`src/design/cfg_decode_pkg.sv`:
```
// Package: command codes, register field positions and carrier types for the mode register block
package cfg_decode_pkg;

    localparam int ADDR_W = 13;

    // Bank select encodings that pick the target register
    localparam logic [1:0] BANK_MODE      = 2'h0;
    localparam logic [1:0] BANK_EXT_ONE   = 2'h1;
    localparam logic [1:0] BANK_EXT_TWO   = 2'h2;
    localparam logic [1:0] BANK_EXT_THREE = 2'h3;

    // Command code {ras_n, cas_n, we_n}
    localparam logic [2:0] CMD_LOAD_MODE = 3'h0;
    localparam logic [2:0] CMD_REFRESH   = 3'h1;
    localparam logic [2:0] CMD_PRECHARGE = 3'h2;
    localparam logic [2:0] CMD_NOP       = 3'h7;

    // Mode register field positions
    localparam int MR_BL_LSB  = 0;
    localparam int MR_BT_BIT  = 3;
    localparam int MR_CL_LSB  = 4;
    localparam int MR_TM_BIT  = 7;
    localparam int MR_DLL_RST = 8;
    localparam int MR_WR_LSB  = 9;

    // Extended register one field positions
    localparam int E1_DLL_DIS  = 0;
    localparam int E1_DRV_BIT  = 1;
    localparam int E1_RTT_LO   = 2;
    localparam int E1_AL_LSB   = 3;
    localparam int E1_RTT_HI   = 6;
    localparam int E1_CAL_LSB  = 7;
    localparam int E1_DQSN_DIS = 10;
    localparam int E1_QOFF     = 12;

    // Reset values: contents are undefined after power-up, zero chosen
    localparam logic [ADDR_W-1:0] REG_RESET = 13'h0000;

    localparam logic [2:0] BL_FOUR  = 3'h2;
    localparam logic [2:0] BL_EIGHT = 3'h3;

    // Whole-cycle latency codes accepted by the mode decode
    localparam logic [2:0] CL_MIN = 3'h2;
    localparam logic [2:0] CL_MAX = 3'h6;

    // Cycles the DLL needs to lock after a reset
    localparam int DLL_LOCK_CYCLES = 200;

    typedef struct packed {
        logic              cs_n;
        logic              ras_n;
        logic              cas_n;
        logic              we_n;
        logic [1:0]        bank;
        logic [ADDR_W-1:0] addr;
    } cmd_bus_t;

    typedef struct packed {
        logic [2:0] burst_len;
        logic       burst_interleave;
        logic [2:0] cas_latency;
        logic       test_mode;
        logic [2:0] write_recovery;
        logic       dll_enable;
        logic       drive_reduced;
        logic [1:0] termination_sel;
        logic [2:0] additive_latency;
        logic [2:0] calibration_mode;
        logic       strobe_n_disable;
        logic       output_off;
    } op_cfg_t;

endpackage : cfg_decode_pkg

```
`src/design/mode_register_block.sv`:
```
// Module: command decode and mode/extended register storage of the memory device
`timescale 1ns/1ps

// How it works
// Controller holds clock enable and termination_control low while powering up.
// Controller runs the clock stable for 200 us before leaving power-up.
// Controller presents NOP or deselect, then raises clock enable.
// Controller waits 400 ns of NOP after clock enable, then precharges all.
// Next comes a write to extended_config_two, bank bits 0 low, 1 high.
// Then a write to extended_config_three, both bank bits high.
// Then extended_config_one enables the DLL with bits 9..7 low.
// Then a mode register write with bit 8 high resets the DLL.
// Then precharge-all and at least two auto refresh commands.
// Then a mode register write with bit 8 low sets operating values.
// Driver calibration starts no earlier than 200 clocks after DLL reset.
// Without calibration, write calibration default then calibration exit to extended_config_one.
// Every write supplies all fields of the addressed register.
// Register writes and DLL reset never disturb array contents.
// Mode write decodes on all strobes low and bank bits zero.
// Mode register is undefined after power-up; controller must program it.
// Mode writes need all banks precharged, clock enable high, then mode_set_cycle_time.
// Mode fields: burst length, type, latency, test, DLL reset, write recovery.
// Half-clock latencies unsupported; test bit must be written low.
// Controller sets write recovery to ceiling of recovery time over clock period.
// extended_config_one written under same conditions and must be programmed at start.
// extended_config_one fields: DLL, drive strength, strobe disable, termination.
// Controller waits 200 clocks after DLL enable and reset before reading.
// Commands are ignored in any cycle with chip select high.
// Inputs sampled on rising clock, only while clock enable is registered high.
// Controller derives all waits from its own clock by counters.
module mode_register_block #(
    parameter int LOCK_CYCLES = cfg_decode_pkg::DLL_LOCK_CYCLES
) (
    // Clock, reset and enable
    input  wire logic                                clk_sys,
    input  wire logic                                rst_b,
    input  wire logic                                clk_en,
    // Command pins, taken on the rising clock
    input  wire logic                                clock_enable_pin,
    input  cfg_decode_pkg::cmd_bus_t                 cmd,
    // Register contents
    output logic [cfg_decode_pkg::ADDR_W-1:0]        mode_reg,
    output logic [cfg_decode_pkg::ADDR_W-1:0]        extended_config_one,
    output logic [cfg_decode_pkg::ADDR_W-1:0]        extended_config_two,
    output logic [cfg_decode_pkg::ADDR_W-1:0]        extended_config_three,
    output cfg_decode_pkg::op_cfg_t                  op_cfg,
    // Status
    output logic                                     dll_locked,
    output logic                                     dll_reset_pulse,
    output logic                                     illegal_mode_write,
    output logic                                     mode_programmed
);

    localparam int CNT_W = $clog2(LOCK_CYCLES + 1);

    // Registered clock enable pin
    logic                              cke_q;
    logic                              next_cke_q;
    // Register file
    logic [cfg_decode_pkg::ADDR_W-1:0] next_mode_reg;
    logic [cfg_decode_pkg::ADDR_W-1:0] next_ext_one;
    logic [cfg_decode_pkg::ADDR_W-1:0] next_ext_two;
    logic [cfg_decode_pkg::ADDR_W-1:0] next_ext_three;
    logic                              next_programmed;
    // Decoded fields
    cfg_decode_pkg::op_cfg_t           next_op_cfg;
    // DLL lock timer
    logic [CNT_W-1:0]                  lock_cnt;
    logic [CNT_W-1:0]                  next_lock_cnt;
    logic                              next_dll_locked;
    // Status pulses
    logic                              next_dll_reset_pulse;
    logic                              next_illegal;
    // Decoded command strobes
    logic                              load_cmd;
    logic                              mode_write;
    logic                              dll_reset_cmd;
    logic                              dll_disable_cmd;

    // Mode write is legal only with burst 4 or 8, whole latency and test bit low
    function automatic logic mode_value_ok(input logic [cfg_decode_pkg::ADDR_W-1:0] v);
        logic [2:0] bl;
        logic [2:0] cl;
        bl = v[cfg_decode_pkg::MR_BL_LSB +: 3];
        cl = v[cfg_decode_pkg::MR_CL_LSB +: 3];
        return (bl == cfg_decode_pkg::BL_FOUR || bl == cfg_decode_pkg::BL_EIGHT)
            && (cl >= cfg_decode_pkg::CL_MIN) && (cl <= cfg_decode_pkg::CL_MAX)
            && !v[cfg_decode_pkg::MR_TM_BIT];
    endfunction : mode_value_ok

    // True when the sampled pins form a register load aimed at the given bank
    function automatic logic load_to(input logic                     cke,
                                     input cfg_decode_pkg::cmd_bus_t c,
                                     input logic [1:0]               bank);
        return cke && !c.cs_n
            && ({c.ras_n, c.cas_n, c.we_n} == cfg_decode_pkg::CMD_LOAD_MODE)
            && (c.bank == bank);
    endfunction : load_to

    // Commands only count while clock enable was registered high and chip select low
    assign load_cmd = cke_q && !cmd.cs_n
                   && ({cmd.ras_n, cmd.cas_n, cmd.we_n} == cfg_decode_pkg::CMD_LOAD_MODE);
    assign mode_write      = load_to(cke_q, cmd, cfg_decode_pkg::BANK_MODE);
    assign dll_reset_cmd   = mode_write && cmd.addr[cfg_decode_pkg::MR_DLL_RST];
    // Disabling the DLL drops lock at once, so a reader waits for a fresh lock
    assign dll_disable_cmd = load_to(cke_q, cmd, cfg_decode_pkg::BANK_EXT_ONE)
                          && cmd.addr[cfg_decode_pkg::E1_DLL_DIS];

    // Pin is registered, so a command counts only one edge after it rises
    always_comb begin
        next_cke_q = clock_enable_pin;
    end

    // Register file: a load replaces the whole addressed word
    always_comb begin
        next_mode_reg   = mode_reg;
        next_ext_one    = extended_config_one;
        next_ext_two    = extended_config_two;
        next_ext_three  = extended_config_three;
        next_programmed = mode_programmed;
        if (load_cmd) begin
            // No partial update
            unique case (cmd.bank)
                cfg_decode_pkg::BANK_MODE: begin
                    next_mode_reg   = cmd.addr;
                    next_programmed = 1'b1;
                end
                cfg_decode_pkg::BANK_EXT_ONE:   next_ext_one   = cmd.addr;
                cfg_decode_pkg::BANK_EXT_TWO:   next_ext_two   = cmd.addr;
                cfg_decode_pkg::BANK_EXT_THREE: next_ext_three = cmd.addr;
            endcase
        end
    end

    // Lock timer runs every enabled cycle until lock while the DLL is enabled, other loads do not pause it
    always_comb begin
        next_lock_cnt   = lock_cnt;
        next_dll_locked = dll_locked;
        if (dll_reset_cmd || dll_disable_cmd) begin
            next_lock_cnt   = '0;
            next_dll_locked = 1'b0;
        end else if (!dll_locked && !extended_config_one[cfg_decode_pkg::E1_DLL_DIS]) begin
            if (lock_cnt == CNT_W'(LOCK_CYCLES - 1)) begin
                next_dll_locked = 1'b1;
            end else begin
                next_lock_cnt = lock_cnt + CNT_W'(1);
            end
        end
    end

    // Status pulses last one enabled cycle
    always_comb begin
        next_dll_reset_pulse = dll_reset_cmd;
        next_illegal         = mode_write && !mode_value_ok(cmd.addr);
    end

    // Field split of the stored words, registered so outputs come from flops
    always_comb begin
        next_op_cfg.burst_len        = next_mode_reg[cfg_decode_pkg::MR_BL_LSB +: 3];
        next_op_cfg.burst_interleave = next_mode_reg[cfg_decode_pkg::MR_BT_BIT];
        next_op_cfg.cas_latency      = next_mode_reg[cfg_decode_pkg::MR_CL_LSB +: 3];
        next_op_cfg.test_mode        = next_mode_reg[cfg_decode_pkg::MR_TM_BIT];
        next_op_cfg.write_recovery   = next_mode_reg[cfg_decode_pkg::MR_WR_LSB +: 3];
        next_op_cfg.dll_enable       = !next_ext_one[cfg_decode_pkg::E1_DLL_DIS];
        next_op_cfg.drive_reduced    = next_ext_one[cfg_decode_pkg::E1_DRV_BIT];
        next_op_cfg.termination_sel  = {next_ext_one[cfg_decode_pkg::E1_RTT_HI],
                                        next_ext_one[cfg_decode_pkg::E1_RTT_LO]};
        next_op_cfg.additive_latency = next_ext_one[cfg_decode_pkg::E1_AL_LSB +: 3];
        next_op_cfg.calibration_mode = next_ext_one[cfg_decode_pkg::E1_CAL_LSB +: 3];
        next_op_cfg.strobe_n_disable = next_ext_one[cfg_decode_pkg::E1_DQSN_DIS];
        next_op_cfg.output_off       = next_ext_one[cfg_decode_pkg::E1_QOFF];
    end

    always_ff @(posedge clk_sys or negedge rst_b) begin
        if (!rst_b) begin
            cke_q <= 1'b0;
        end else if (clk_en) begin
            cke_q <= next_cke_q;
        end
    end

    // No path here touches array storage, so reprogramming is safe at any time
    always_ff @(posedge clk_sys or negedge rst_b) begin
        if (!rst_b) begin
            mode_reg              <= cfg_decode_pkg::REG_RESET;
            extended_config_one   <= cfg_decode_pkg::REG_RESET;
            extended_config_two   <= cfg_decode_pkg::REG_RESET;
            extended_config_three <= cfg_decode_pkg::REG_RESET;
            mode_programmed       <= 1'b0;
        end else if (clk_en) begin
            mode_reg              <= next_mode_reg;
            extended_config_one   <= next_ext_one;
            extended_config_two   <= next_ext_two;
            extended_config_three <= next_ext_three;
            mode_programmed       <= next_programmed;
        end
    end

    always_ff @(posedge clk_sys or negedge rst_b) begin
        if (!rst_b) begin
            op_cfg <= '0;
        end else if (clk_en) begin
            op_cfg <= next_op_cfg;
        end
    end

    always_ff @(posedge clk_sys or negedge rst_b) begin
        if (!rst_b) begin
            lock_cnt   <= '0;
            dll_locked <= 1'b0;
        end else if (clk_en) begin
            lock_cnt   <= next_lock_cnt;
            dll_locked <= next_dll_locked;
        end
    end

    // A frozen edge keeps a pulse up until the next enabled edge
    always_ff @(posedge clk_sys or negedge rst_b) begin
        if (!rst_b) begin
            dll_reset_pulse    <= 1'b0;
            illegal_mode_write <= 1'b0;
        end else if (clk_en) begin
            dll_reset_pulse    <= next_dll_reset_pulse;
            illegal_mode_write <= next_illegal;
        end
    end

endmodule : mode_register_block

```
`config.mk`:
```
export PLATFORM = sky130hd
export DESIGN_NAME = mode_register_block
export DESIGN_NICKNAME = d
export VERILOG_FILES = /design/src/design/cfg_decode_pkg.sv /design/src/design/mode_register_block.sv
export SDC_FILE = /design/constraint.sdc
export NUM_CORES = 1
export LEC_CHECK = 0
export ABC_AREA = 1
export BUFFER_PORTS_ARGS = -buffer_cell sky130_fd_sc_hd__buf_4
export CAP_MARGIN = 10
export CORE_MARGIN = 3
export CORE_UTILIZATION = 35
export CTS_BUF_LIST = sky130_fd_sc_hd__clkbuf_16
export DETAILED_ROUTE_END_ITERATION = 6
export PLACE_DENSITY_LB_ADDON = 0.15
export SLEW_MARGIN = 20
export SYNTH_ARGS = -nofsm -noshare
export SYNTH_HDL_FRONTEND = slang
export SYNTH_SLANG_ARGS = --single-unit
```
`constraint.sdc`:
```
create_clock -name clk_sys -period 1.4 [get_ports clk_sys]
set_clock_uncertainty 0.05 [all_clocks]
set_input_delay 0 -clock clk_sys [delete_from_list [all_inputs] [get_ports clk_sys]]
set_output_delay 0 -clock clk_sys [all_outputs]
set_load 0.02 [all_outputs]
```
* Word-level counts from Yosys, hierarchy flattened
Index checks and enable logic that the tools add are counted.
** Storage, ports and cells
- Flip-flop bits (word level) :: 88
- Bits in latches :: 0
- Memory bits (writable) :: 0
- Memory bits (read-only) :: 0
- Bits of input ports :: 23
- Output and inout port bits :: 79
- Logic and storage cells :: 73
- Memories kept :: 0
** Operators by class
- Add/subtract/negate cells :: 1
- Multipliers :: 0
- Divide/modulo/power cells :: 0
- Order comparisons :: 2
- Equality and inequality tests :: 7
- Shift-type cells :: 0
- Mux-type cells :: 10
- Bitwise logic cells :: 0
- Reduce and logical (&&, ||, !) cells :: 29
** Operator list (number)
- 13-bit 2-to-1 mux :: 2
- 12-bit 2-to-1 mux :: 2
- 8-bit 2-to-1 mux :: 3
- 3-bit AND reduction :: 6
- 1-bit logical AND :: 11
- 8-bit by 1-bit adder with 8-bit output, second input constant :: 1
- 8-bit equality test, second input constant :: 1
- 3-bit by 2-bit equality test with 1-bit output, second input constant :: 2
- 1-bit logical NOT :: 6
- 2-bit equality test, second input constant :: 2
- 2-bit nonzero test :: 2
- 3-bit by 2-bit greater-or-equal comparator with 1-bit output, second input constant :: 1
- 3-bit less-or-equal comparator, second input constant :: 1
- 3-bit logical NOT :: 1
- 1-bit 2-to-1 mux :: 3
- 2-bit by 1-bit equality test with 1-bit output, second input constant :: 1
- 2-bit logical NOT :: 1
- 1-bit logical OR :: 2
- 2-bit != test, second input constant :: 1

* Depth between registers and ports, before layout
Gate-level depths: netlist (run 1).
- Depth after elaboration :: 8
- Gate-level depth with buffers :: 9
- Mapped depth without buffers :: 9

* Worst setup path before layout (run 1)
OpenSTA, ideal clock, no wires.
- Kind :: register to register
- Start :: register lock_cnt[0]
- End :: register lock_cnt[0]
- Setup time :: 0.065 ns
- Arrival time :: 1.202 ns
- Data required time :: 1.285 ns
- Slack :: 0.083 ns
- Cell stages (with the launch flop) :: 9
- Buffers on the path :: 0
- Period minus slack after synthesis :: 1.317 ns
- Cell sequence :: dfrtp_1 -> ha_1 -> nand2_1 -> inv_1 -> nand4_1 -> nand2_2 -> nor2_4 -> nand2_1 -> nand2_1
** Between the ends
- Word-level cells in the longest chain between the ends :: 4
- Elaborated cells on any way between the ends :: 7
- Those cells by class :: add/sub: 1; eq/ne: 2; mux: 3; reduce/logical: 1
** RTL lines
- start: declaration :: line mode_register_block.sv:68 : logic [CNT_W-1:0] lock_cnt;
- start signal: assignment :: line mode_register_block.sv:212 : lock_cnt <= next_lock_cnt;
- 8-bit by 1-bit adder with 8-bit output :: line mode_register_block.sv:146 : next_lock_cnt = lock_cnt + CNT_W'(1);
- 8-bit 2-to-1 mux :: line mode_register_block.sv:143 : if (lock_cnt == CNT_W'(LOCK_CYCLES - 1)) begin
- 8-bit 2-to-1 mux :: line mode_register_block.sv:142 : end else if (!dll_locked && !extended_config_one[cfg_decode_pkg::E1_DLL_DIS]) begin
- 8-bit 2-to-1 mux :: line mode_register_block.sv:139 : if (dll_reset_cmd || dll_disable_cmd) begin
Several ways; a longest one is shown, not always the timed one. The select of a mux whose other input is x is not followed.
A chain may end at the register's enable or synchronous reset.

* Worst setup path in the final report (run 1)
- Start :: register lock_cnt[0]
- End :: register lock_cnt[4]
The elaborated chain is that of the path after synthesis.

==> results.sh, run 1 <==
export IMPL_vdd_drop_max_mv=0.887
export IMPL_h_tree_depth=3
export IMPL_rsz0062_at_grt="true"
export IMPL_p_per_area_nw_per_um2=1310
export IMPL_hold_worst_slack_ns=0.0558
export IMPL_netlist_instances=318
export IMPL_vias_per_cell=4.70
export IMPL_muxShareOfSynthArea_pct=0
export IMPL_slew_viol_final=0
export IMPL_setup_tns_ns=-0.336
export IMPL_synth_avg_cell_area_um2=9.67
export IMPL_grt_max_degree=37
export IMPL_synth_top_family_by_area="simple AND/OR/NAND/NOR gates"
export IMPL_arrival_ns=1.62
export IMPL_rr_startpoint="lock_cnt[0]"
export IMPL_cp_cell_sequence="ha_2, nand2_2, inv_2, nand4_1, nand2_4, nand2_4, nand2_1, nand2_1"
export IMPL_portBuffers=101
export IMPL_place_gp_congestion=0.744
export IMPL_met3WireLength_um=595
export IMPL_synth_compound_area_share_pct=12.4
export IMPL_cp_endpoint="lock_cnt[4]"
export IMPL_worst_setup_hold_path_clk_slew_ns=0.06
export IMPL_crit_start="lock_cnt[0]"
export IMPL_antenna_found_initial=0
export IMPL_fp_dieW_um=99.7
export IMPL_dp_hpwl_um=5450
export IMPL_syn_cell_area_um2=3080
export IMPL_rows=33
export IMPL_rr_worst_depth=8
export IMPL_nNetsFinal=465
export IMPL_grt_pass1_wl_um=12100
export IMPL_cts_path_max_buffers=2
export IMPL_final_cells=551
export IMPL_routed_wl_um=8440
export IMPL_maxSlewHeadroom_pct=67.5
export IMPL_violations="setup timing"
export IMPL_synth_xor_area_share_pct=1.42
export IMPL_highest_layer="met4"
export IMPL_cts_sinks=66
export IMPL_drive_gt1_share_pct=50.0
export IMPL_setup_viol=16
export IMPL_finalCritPeriodShare_pct=104
export IMPL_r2r_end="lock_cnt[4]"
export IMPL_synth_seq_cells=66
export IMPL_path_class="flip-flop to flip-flop"
export IMPL_slowest_delay_ns=0.36
export IMPL_drtIter0Drc=64
export IMPL_status="complete, but fails checks"
export IMPL_required_ns=1.57
export IMPL_wl_met1_um=3510
export IMPL_cp_slowest_cell="dfrtp_1"
export IMPL_firstDrtPassIters=4
export IMPL_end_kind="flip-flop"
export IMPL_drc_errors=0
export IMPL_r2r_setup_slack_ns=-0.05
export IMPL_final_hold_viol_count=0
export IMPL_routedWlPerCell_um=15.3
export IMPL_ant_nets=0
export IMPL_syn_to_final_growth_pct=55.9
export IMPL_yosysWarnings=0
export IMPL_timing_fmax_mhz=689
export IMPL_path_max_fanout=5
export IMPL_wl_met2_um=4200
export IMPL_die_h_um=99.7
export IMPL_dpl_cell_count=505
export IMPL_cts_inserted_buffers=9
export IMPL_die_area_um2=9950
export IMPL_postLayoutSetupSlackWorst_ns=-0.0507
export IMPL_synth_fa_ha_area_share_pct=0.407
export IMPL_n_antenna_cell=0
export IMPL_stdcell_area_um2=4800
export IMPL_min_path_type="input port to flip-flop"
export IMPL_insertion_delay_ns=0.33
export IMPL_ys_seq_area_share_pct=53.7
export IMPL_num_vias=2588
export IMPL_start_util_pct=36.7
export IMPL_grt_pass1_vias=2314
export IMPL_grt_overflow_total=0
export IMPL_critPathLaunchType="flip-flop"
export IMPL_worstMarginPinSlew_ns=0.488
export IMPL_grt_usage_pct=15.5
export IMPL_yosysUniqueCellTypes=28
export IMPL_drv_cap=0
export IMPL_synth_nets=342
export IMPL_synth_simple_area_share_pct=19.9
export IMPL_core_area_um2=8380
export IMPL_cts_tree="built"
export IMPL_root_buffer="clkbuf_16"
export IMPL_p_leak_nw=2.46
export IMPL_boundaryPins=102
export IMPL_min_period_ns=1.45
export IMPL_placed_area_um2=3840
[synthesized netlist by cell type]
library cell	instances	area [µm²]
nand3_1	12	60.1
nand4_1	4	25.0
o21ai_2	23	201
nor3_2	1	10.0
or2_2	1	6.26
o21ai_0	13	65.1
nor2_1	8	30.0
nand2_1	87	327
nand2_4	3	33.8
clkbuf_1	1	3.75
buf_4	22	165
nand3_4	2	35.0
inv_2	4	15.0
clkbuf_2	1	5.00
inv_1	26	97.6
buf_6	8	90.1
dfrtp_1	66	1650
nor2_8	1	20.0
nand2_2	3	18.8
nor2_2	1	6.26
o2111ai_1	1	8.76
o21ai_1	18	90.1
nor2_4	3	33.8
ha_1	1	12.5
xnor2_1	3	26.3
o21a_1	2	15.0
nor3_1	1	5.00
xor2_1	2	17.5
[metal layers]
layer | track usage [%] | up-vias
met5 | 0 | -
met4 | 4.41 | 0
met3 | 5.61 | 11
met2 | 25.2 | 80
met1 | 19.6 | 1245
li1 | - | 1252
[where the power goes]
group	internal (mW)	leakage (nW)	switching [mW]
Sequential	2.09	0.895	0.159
Combinational	0.579	1.38	0.669
Clock	1.92	0.177	0.842
Total	4.59	2.46	1.67
[stage by stage]
stage	util, %	worst slack [ns]	power [mW]
2_1_floorplan	-	0.0827	2.90
3_3_place_gp	45.8	-0.0451	3.37
3_5_place_dp	45.8	-0.0645	3.39
4_1_cts	52.4	-0.0193	6.21
5_1_grt	57.2	-0.121	6.53
6_report	57.2	-0.0507	6.26
[layout make-up]
type | count | area (µm²)
clock buffers | 9 | 225
clock inverters | 7 | 141
fillers | 738 | 3590
inverters | 30 | 129
multi-input cells | 192 | 1280
flip-flops and latches | 66 | 1650
well taps | 105 | 131
repair buffers | 141 | 1230
repair inverters | 1 | 6.26
[cell families (layout without fill, tap and decap cells)]
group | Yosys count | count (layout)
fa+ha+maj | 1 | 1
compound gates | 57 | 57
simple gates | 127 | 129
buf+inv | 62 | 188
xor+xnor | 5 | 5
flops | 66 | 66
[worst max-delay path: cells and delay by family (launching register included)]
kind	cells	cell delay, ns
AND/OR/NAND/NOR	6	0.66
flip-flops	1	0.36
adder cells (fa/ha/maj)	1	0.21
buffers and inverters	1	0.06
[cells in the final DEF (no fill, tap or decap), drive strengths merged]
cell type / instances
nor2: 13
nor3: 2
bufinv: 5
nand3: 14
clkinv: 3
o2111ai: 1
dfrtp: 66
o21ai: 54
dlygate4sd3: 17
nand4: 4
nand2: 95
or2: 1
xor2: 2
xnor2: 3
ha: 1
buf: 120
inv: 30
clkbuf: 13
o21a: 2
[repair_timing]
| item | in CTS | in global routing |
|---|---|---|
| endpoints found under the setup margin | 21 | 60 |
| hold endpoints to repair | 103 | 0 |
| cloned | 0 | 9 |
| gates resized for setup | 4 | 63 |
| hold buffers | 17 | 0 |
| setup buffers | 0 | 4 |
| pin swaps | 0 | 1 |
[worst min-delay path by stage]
stage                 from                      to  slack (ns)  cells past startpoint
floorplan            rst_b                   cke_q       -0.35                      0
global placement     rst_b             mode_reg[6]       -0.05                      1
detailed placement   rst_b             mode_reg[6]       -0.05                      1
CTS                 cmd[8]             mode_reg[8]        0.04                      4
global route        cmd[8]  extended_config_two[8]        0.07                      4
finish              cmd[8]             mode_reg[8]        0.06                      4
(Power assumes the default switching activity.)
==> run 2: changes to the inputs <==
- ABC_AREA: 1 -> default
- CORE_UTILIZATION: 35 -> 45
- RECOVER_POWER: default -> 100
==> results.sh, run 2 <==
export IMPL_p_per_area_nw_per_um2=1330
export IMPL_vias_per_cell=5.27
export IMPL_path_class="flip-flop to flip-flop"
export IMPL_synth_most_common_cell="dfrtp_1"
export IMPL_ys_seq_area_share_pct=56.3
export IMPL_postLayoutSetupSlackWorst_ns=-0.322
export IMPL_placed_area_um2=3930
export IMPL_ff_latch_area_um2=1650
export IMPL_fill_cells=474
export IMPL_required_ns=1.55
export IMPL_synth_avg_cell_area_um2=13.8
export IMPL_maxSlewHeadroom_pct=32.7
export IMPL_path_buf_inv=1
export IMPL_routedWlPerCell_um=19.0
export IMPL_drive_gt1_share_pct=41.9
export IMPL_grt_usage_pct=23.0
export IMPL_synthFlopType="dfrtp_1"
export IMPL_synth_seq_cells=66
export IMPL_crit_family="compound AO/OA/AOI/OAI gates"
export IMPL_yosysUniqueCellTypes=37
export IMPL_cts_sinks=66
export IMPL_synth_edf_count=0
export IMPL_final_hold_viol_count=0
export IMPL_start_util_pct=47.8
export IMPL_worst_setup_hold_path_clk_slew_ns=0.06
export IMPL_ant_nets=0
export IMPL_timing_fmax_mhz=581
export IMPL_worstMarginPinSlew_ns=1.01
export IMPL_p_leak_nw=2.06
export IMPL_synth_top_cells_by_count="dfrtp_1 (66), mux2_2 (55), buf_4 (22)"
export IMPL_slowest_delay_ns=0.38
export IMPL_post_place_ws_ns=-0.380
export IMPL_yosysWarnings=0
export IMPL_num_vias=2307
export IMPL_hold_path_startpoint="cmd[0]"
export IMPL_stdcell_area_um2=4320
export IMPL_rsz0062_at_grt="true"
export IMPL_path_max_fanout=5
export IMPL_die_h_um=86.7
export IMPL_grt_pass1_wl_um=12900
export IMPL_synth_async_reset_ratio_pct=100
export IMPL_yosysTopAreaCellShare_pct=56.3
export IMPL_root_buffer="clkbuf_16"
export IMPL_netlist_instances=213
export IMPL_boundaryPins=102
export IMPL_dp_hpwl_um=4990
export IMPL_synthTopCellsByArea="dfrtp_1 (56%), mux2_2 (21%), buf_4 (5.6%), nand3_1 (2.2%), a22o_1 (1.2%)"
export IMPL_grt_pass1_vias=2417
export IMPL_cts_inserted_buffers=9
export IMPL_finalCritPeriodShare_pct=123
export IMPL_multi_input_area_um2=1230
export IMPL_rows=28
export IMPL_vdd_drop_max_mv=0.724
export IMPL_die_area_um2=7520
export IMPL_nNetsFinal=382
export IMPL_fp_dieW_um=86.7
export IMPL_crit_start="lock_cnt[1]"
export IMPL_drc_errors=0
export IMPL_core_area_um2=6130
export IMPL_final_common_cell="clkbuf_1"
export IMPL_firstDrtPassIters=4
export IMPL_insertion_delay_ns=0.32
export IMPL_slew_viol_final=0
export IMPL_n_antenna_cell=0
export IMPL_syn_cell_area_um2=2930
export IMPL_setup_viol=64
export IMPL_end_kind="flip-flop"
export IMPL_cts_tree="built"
export IMPL_syn_to_final_growth_pct=47.2
export IMPL_final_cell_mix="clkbuf_1 (79), dfrtp_1 (66), buf_4 (46), mux2_2 (40), dlygate4sd3_1 (17)"
export IMPL_cp_cell_sequence="ha_2, nand4b_1, buf_4, o41a_4, and2_4, a32o_1"
export IMPL_status="complete, but fails checks"
export IMPL_grt_max_degree=38
export IMPL_violations="setup timing"
export IMPL_cp_slowest_cell="o41a_4"
export IMPL_drtIter0Drc=88
export IMPL_synth_nets=237
export IMPL_h_tree_depth=3
export IMPL_min_period_ns=1.72
export IMPL_drv_cap=0
export IMPL_portBuffers=101
export IMPL_critPathLaunchType="flip-flop"
export IMPL_min_path_type="input port to flip-flop"
export IMPL_place_gp_congestion=0.791
export IMPL_yosysTopAreaCell="dfrtp_1"
export IMPL_routed_wl_um=8310
export IMPL_arrival_ns=1.87
export IMPL_cts_path_max_buffers=2
export IMPL_grt_overflow_total=0
export IMPL_antenna_found_initial=0
export IMPL_rr_startpoint="lock_cnt[1]"
## run 2: worst paths after layout
path	endpoint	slack, ns	depth (start not counted)
worst max-delay path	lock_cnt[1]	-0.32	6
worst min-delay path	op_cfg[11]	0.08	3
worst max register to register	lock_cnt[1]	-0.32	6
worst min register to register	extended_config_two[11]	0.45	1
max in group asynchronous	extended_config_one[6]	0.19	3
min in group asynchronous	mode_programmed	0.34	2
## run 2: area by class of cell
class                      count  share of cell area (%)
sequential                    66                    38.3
multi-input combinational    117                    28.4
timing repair buffer         160                    24.7
clock buffer                   9                    5.22
tap                           75                    2.17
clock inverter                 7                   0.841
inverter                       4                   0.348
## run 2: metrics by stage
step                total power, mW  TNS [ns]  instances  hold slack (ns)  util [%]
floorplan                      3.09     -5.22        213           -0.346         -
global placement               3.77     -6.43        393          -0.0563      64.1
detailed placement             3.80     -7.72        393          -0.0446      64.1
CTS                            5.91    -12.40        437           0.0639      75.0
global route                   6.02    -16.29        438           0.0922      70.4
finish                         5.74    -12.64        438           0.0811      70.4
## run 2: tightest hold or removal path: stages
cell	delay, ns
buf_4	0.12
mux2i_1	0.14
mux2_4	0.16
## run 2: logic make-up after synthesis
| group | count (synthesis) | share of synthesized area [%] |
|---|---|---|
| simple gates | 42 | 8.92 |
| mux | 56 | 21.5 |
| fa+ha+maj | 1 | 0.427 |
| buf+inv | 30 | 7.04 |
| flops | 66 | 56.3 |
| compound gates | 18 | 5.85 |
## run 2: power by group
| part | leakage (nW) | internal [mW] | switching (mW) |
|---|---|---|---|
| sequential | 0.884 | 2.14 | 0.147 |
| clock | 0.125 | 1.17 | 0.770 |
| combinational | 1.05 | 0.685 | 0.829 |
## run 2: layer usage
metal / vias up / global-route usage, % / wire length (µm)
met4: 0 / 5.24 / 58
met5: - / 0 / 0
li1: 1053 / - / -
met3: 6 / 5.42 / 444
met1: 1171 / 27.3 / 3400
met2: 77 / 41.9 / 4400
## run 2: timing repair
item / in CTS / in global routing
hold endpoints to repair: 122 / 0
setup endpoints to repair: 62 / 65
cloned: 3 / 0
setup buffers: 8 / 2
hold buffers: 17 / 0
resized for setup: 27 / 6
pin swaps: 9 / 6
==> run 3: changes to the inputs <==
--- a/config.mk
+++ b/config.mk
@@ -9,5 +9,5 @@
 export CAP_MARGIN = 10
 export CORE_MARGIN = 3
-export CORE_UTILIZATION = 45
+export CORE_UTILIZATION = 51
 export CTS_BUF_LIST = sky130_fd_sc_hd__clkbuf_16
 export DETAILED_ROUTE_END_ITERATION = 6
==> constraint.sdc (replaced) <==
create_clock -name clk_sys -period 2.15 [get_ports clk_sys]
set_clock_uncertainty 0.05 [all_clocks]
set_input_delay 0.3225 -clock clk_sys [delete_from_list [all_inputs] [get_ports clk_sys]]
set_output_delay 0.3225 -clock clk_sys [all_outputs]
set_load 0.02 [all_outputs]
==> results.sh, run 3 (synthesis results as in run 2) <==
export IMPL_vias_per_cell=5.37
export IMPL_insertion_delay_ns=0.33
export IMPL_drive_gt1_share_pct=33.2
export IMPL_fill_cells=465
export IMPL_dp_hpwl_um=4620
export IMPL_final_hold_viol_count=0
export IMPL_setup_tns_ns=0
export IMPL_ant_nets=0
export IMPL_cts_tree="built"
export IMPL_worstMarginPinSlew_ns=1.58
export IMPL_drtIter0Drc=104
export IMPL_grt_max_degree=67
export IMPL_post_place_ws_ns=0.244
export IMPL_final_common_cell="clkbuf_1"
export IMPL_r2r_setup_slack_ns=0.16
export IMPL_fin_util_pct=66.8
export IMPL_p_per_area_nw_per_um2=964
export IMPL_grt_overflow_total=0
export IMPL_grt_pass1_vias=2132
export IMPL_cts_sinks=66
export IMPL_drc_errors=0
export IMPL_boundaryPins=102
export IMPL_die_area_um2=6700
export IMPL_syn_to_final_growth_pct=21.5
export IMPL_slew_viol_final=67
export IMPL_drv_cap=1
export IMPL_timing_fmax_mhz=504
export IMPL_maxSlewHeadroom_pct=-5.53
export IMPL_status="complete, but fails checks"
export IMPL_final_cell_mix="clkbuf_1 (82), dfrtp_1 (66), mux2_2 (55), buf_4 (22), nand3_1 (13)"
export IMPL_rsz0062_at_grt="false"
export IMPL_routedWlPerCell_um=17.2
export IMPL_grt_pass1_wl_um=10600
export IMPL_n_antenna_cell=0
export IMPL_setup_viol=0
export IMPL_rows=26
export IMPL_multi_input_area_um2=1060
export IMPL_antenna_found_initial=0
export IMPL_routed_wl_um=6540
export IMPL_grt_usage_pct=21.3
export IMPL_fp_dieW_um=81.8
export IMPL_start_util_pct=55.0
export IMPL_worst_setup_hold_path_clk_slew_ns=0.05
export IMPL_p_leak_nw=1.69
export IMPL_postLayoutSetupSlackWorst_ns=0.165
export IMPL_vdd_drop_max_mv=0.575
export IMPL_cts_inserted_buffers=9
export IMPL_cts_resized=0
export IMPL_root_buffer="clkbuf_16"
export IMPL_num_vias=2042
export IMPL_cts_setup_buffers=0
export IMPL_finalPower_mw=3.44
export IMPL_place_gp_congestion=0.885
export IMPL_hold_buffers=0
export IMPL_h_tree_depth=3
export IMPL_firstDrtPassIters=4
export IMPL_dpl_cell_count=364
export IMPL_min_path_type="input port to flip-flop"
export IMPL_critPathLaunchType="flip-flop"
export IMPL_ff_latch_area_um2=1650
export IMPL_finalCritPeriodShare_pct=92.3
export IMPL_violations="capacitance limit, slew limit"
export IMPL_end_kind="flip-flop"
export IMPL_path_max_fanout=7
export IMPL_final_cells=380
export IMPL_min_period_ns=1.99
export IMPL_portBuffers=101
export IMPL_cts_path_max_buffers=2
export IMPL_core_area_um2=5340
export IMPL_arrival_ns=2.18
export IMPL_nNetsFinal=329
export IMPL_die_h_um=81.8
export IMPL_path_class="flip-flop to flip-flop"
export IMPL_required_ns=2.35
-- run 3: changes by cell type in the layout (fill, tap and decap cells not counted), moves of 10 or more --
cell           previous run  this run
buf_4                    46        22
buf_6                    10         0
dlygate4sd3_1            17         0
mux2_2                   40        55
mux2_4                   15         0
-- run 3: layer usage --
layer	share of wire (%)	routed length, µm	track usage [%]
met5	0	0	0
met4	1.0	68	5.98
met3	8.8	578	7.13
met2	48	3140	36.0
met1	42	2750	26.1
-- run 3: layout make-up --
type | instances | area share, %
flip-flops and latches | 66 | 46.3
multi-input cells | 117 | 29.7
repair buffers | 107 | 13.7
clock buffers | 9 | 6.32
well taps | 70 | 2.46
clock inverters | 7 | 1.05
inverters | 4 | 0.421
-- run 3: worst max-delay path, cell delays in order, from the launching register on --
cell       delay (ns)
dfrtp_1          0.41
ha_1             0.23
nand4b_1         0.19
o41ai_2          0.65
a22oi_1          0.21
o2bb2ai_1        0.18
-- run 3: per-stage QoR --
step | hold slack (ns) | cell area, µm²
6_report | 0.177 | 3560
3_5_place_dp | 0.422 | 3630
4_1_cts | 0.0722 | 3890
3_3_place_gp | 0.406 | 3630
5_1_grt | 0.177 | 3560
2_1_floorplan | -0.0231 | 2930
-- run 3: final timing paths --
check | start | endpoint | cells after the start
max | lock_cnt[0] | lock_cnt[7] | 5
min | clock_enable_pin | cke_q | 2
max reg2reg | lock_cnt[0] | lock_cnt[7] | 5
min reg2reg | mode_programmed | mode_programmed | 1
max in group asynchronous | rst_b | extended_config_one[1] | 1
min in group asynchronous | rst_b | extended_config_one[11] | 1
-- run 3: report_power, final --
group | internal, mW | switching (mW)
sequential | 1.39 | 0.135
combinational | 0.238 | 0.402
clock | 0.763 | 0.504
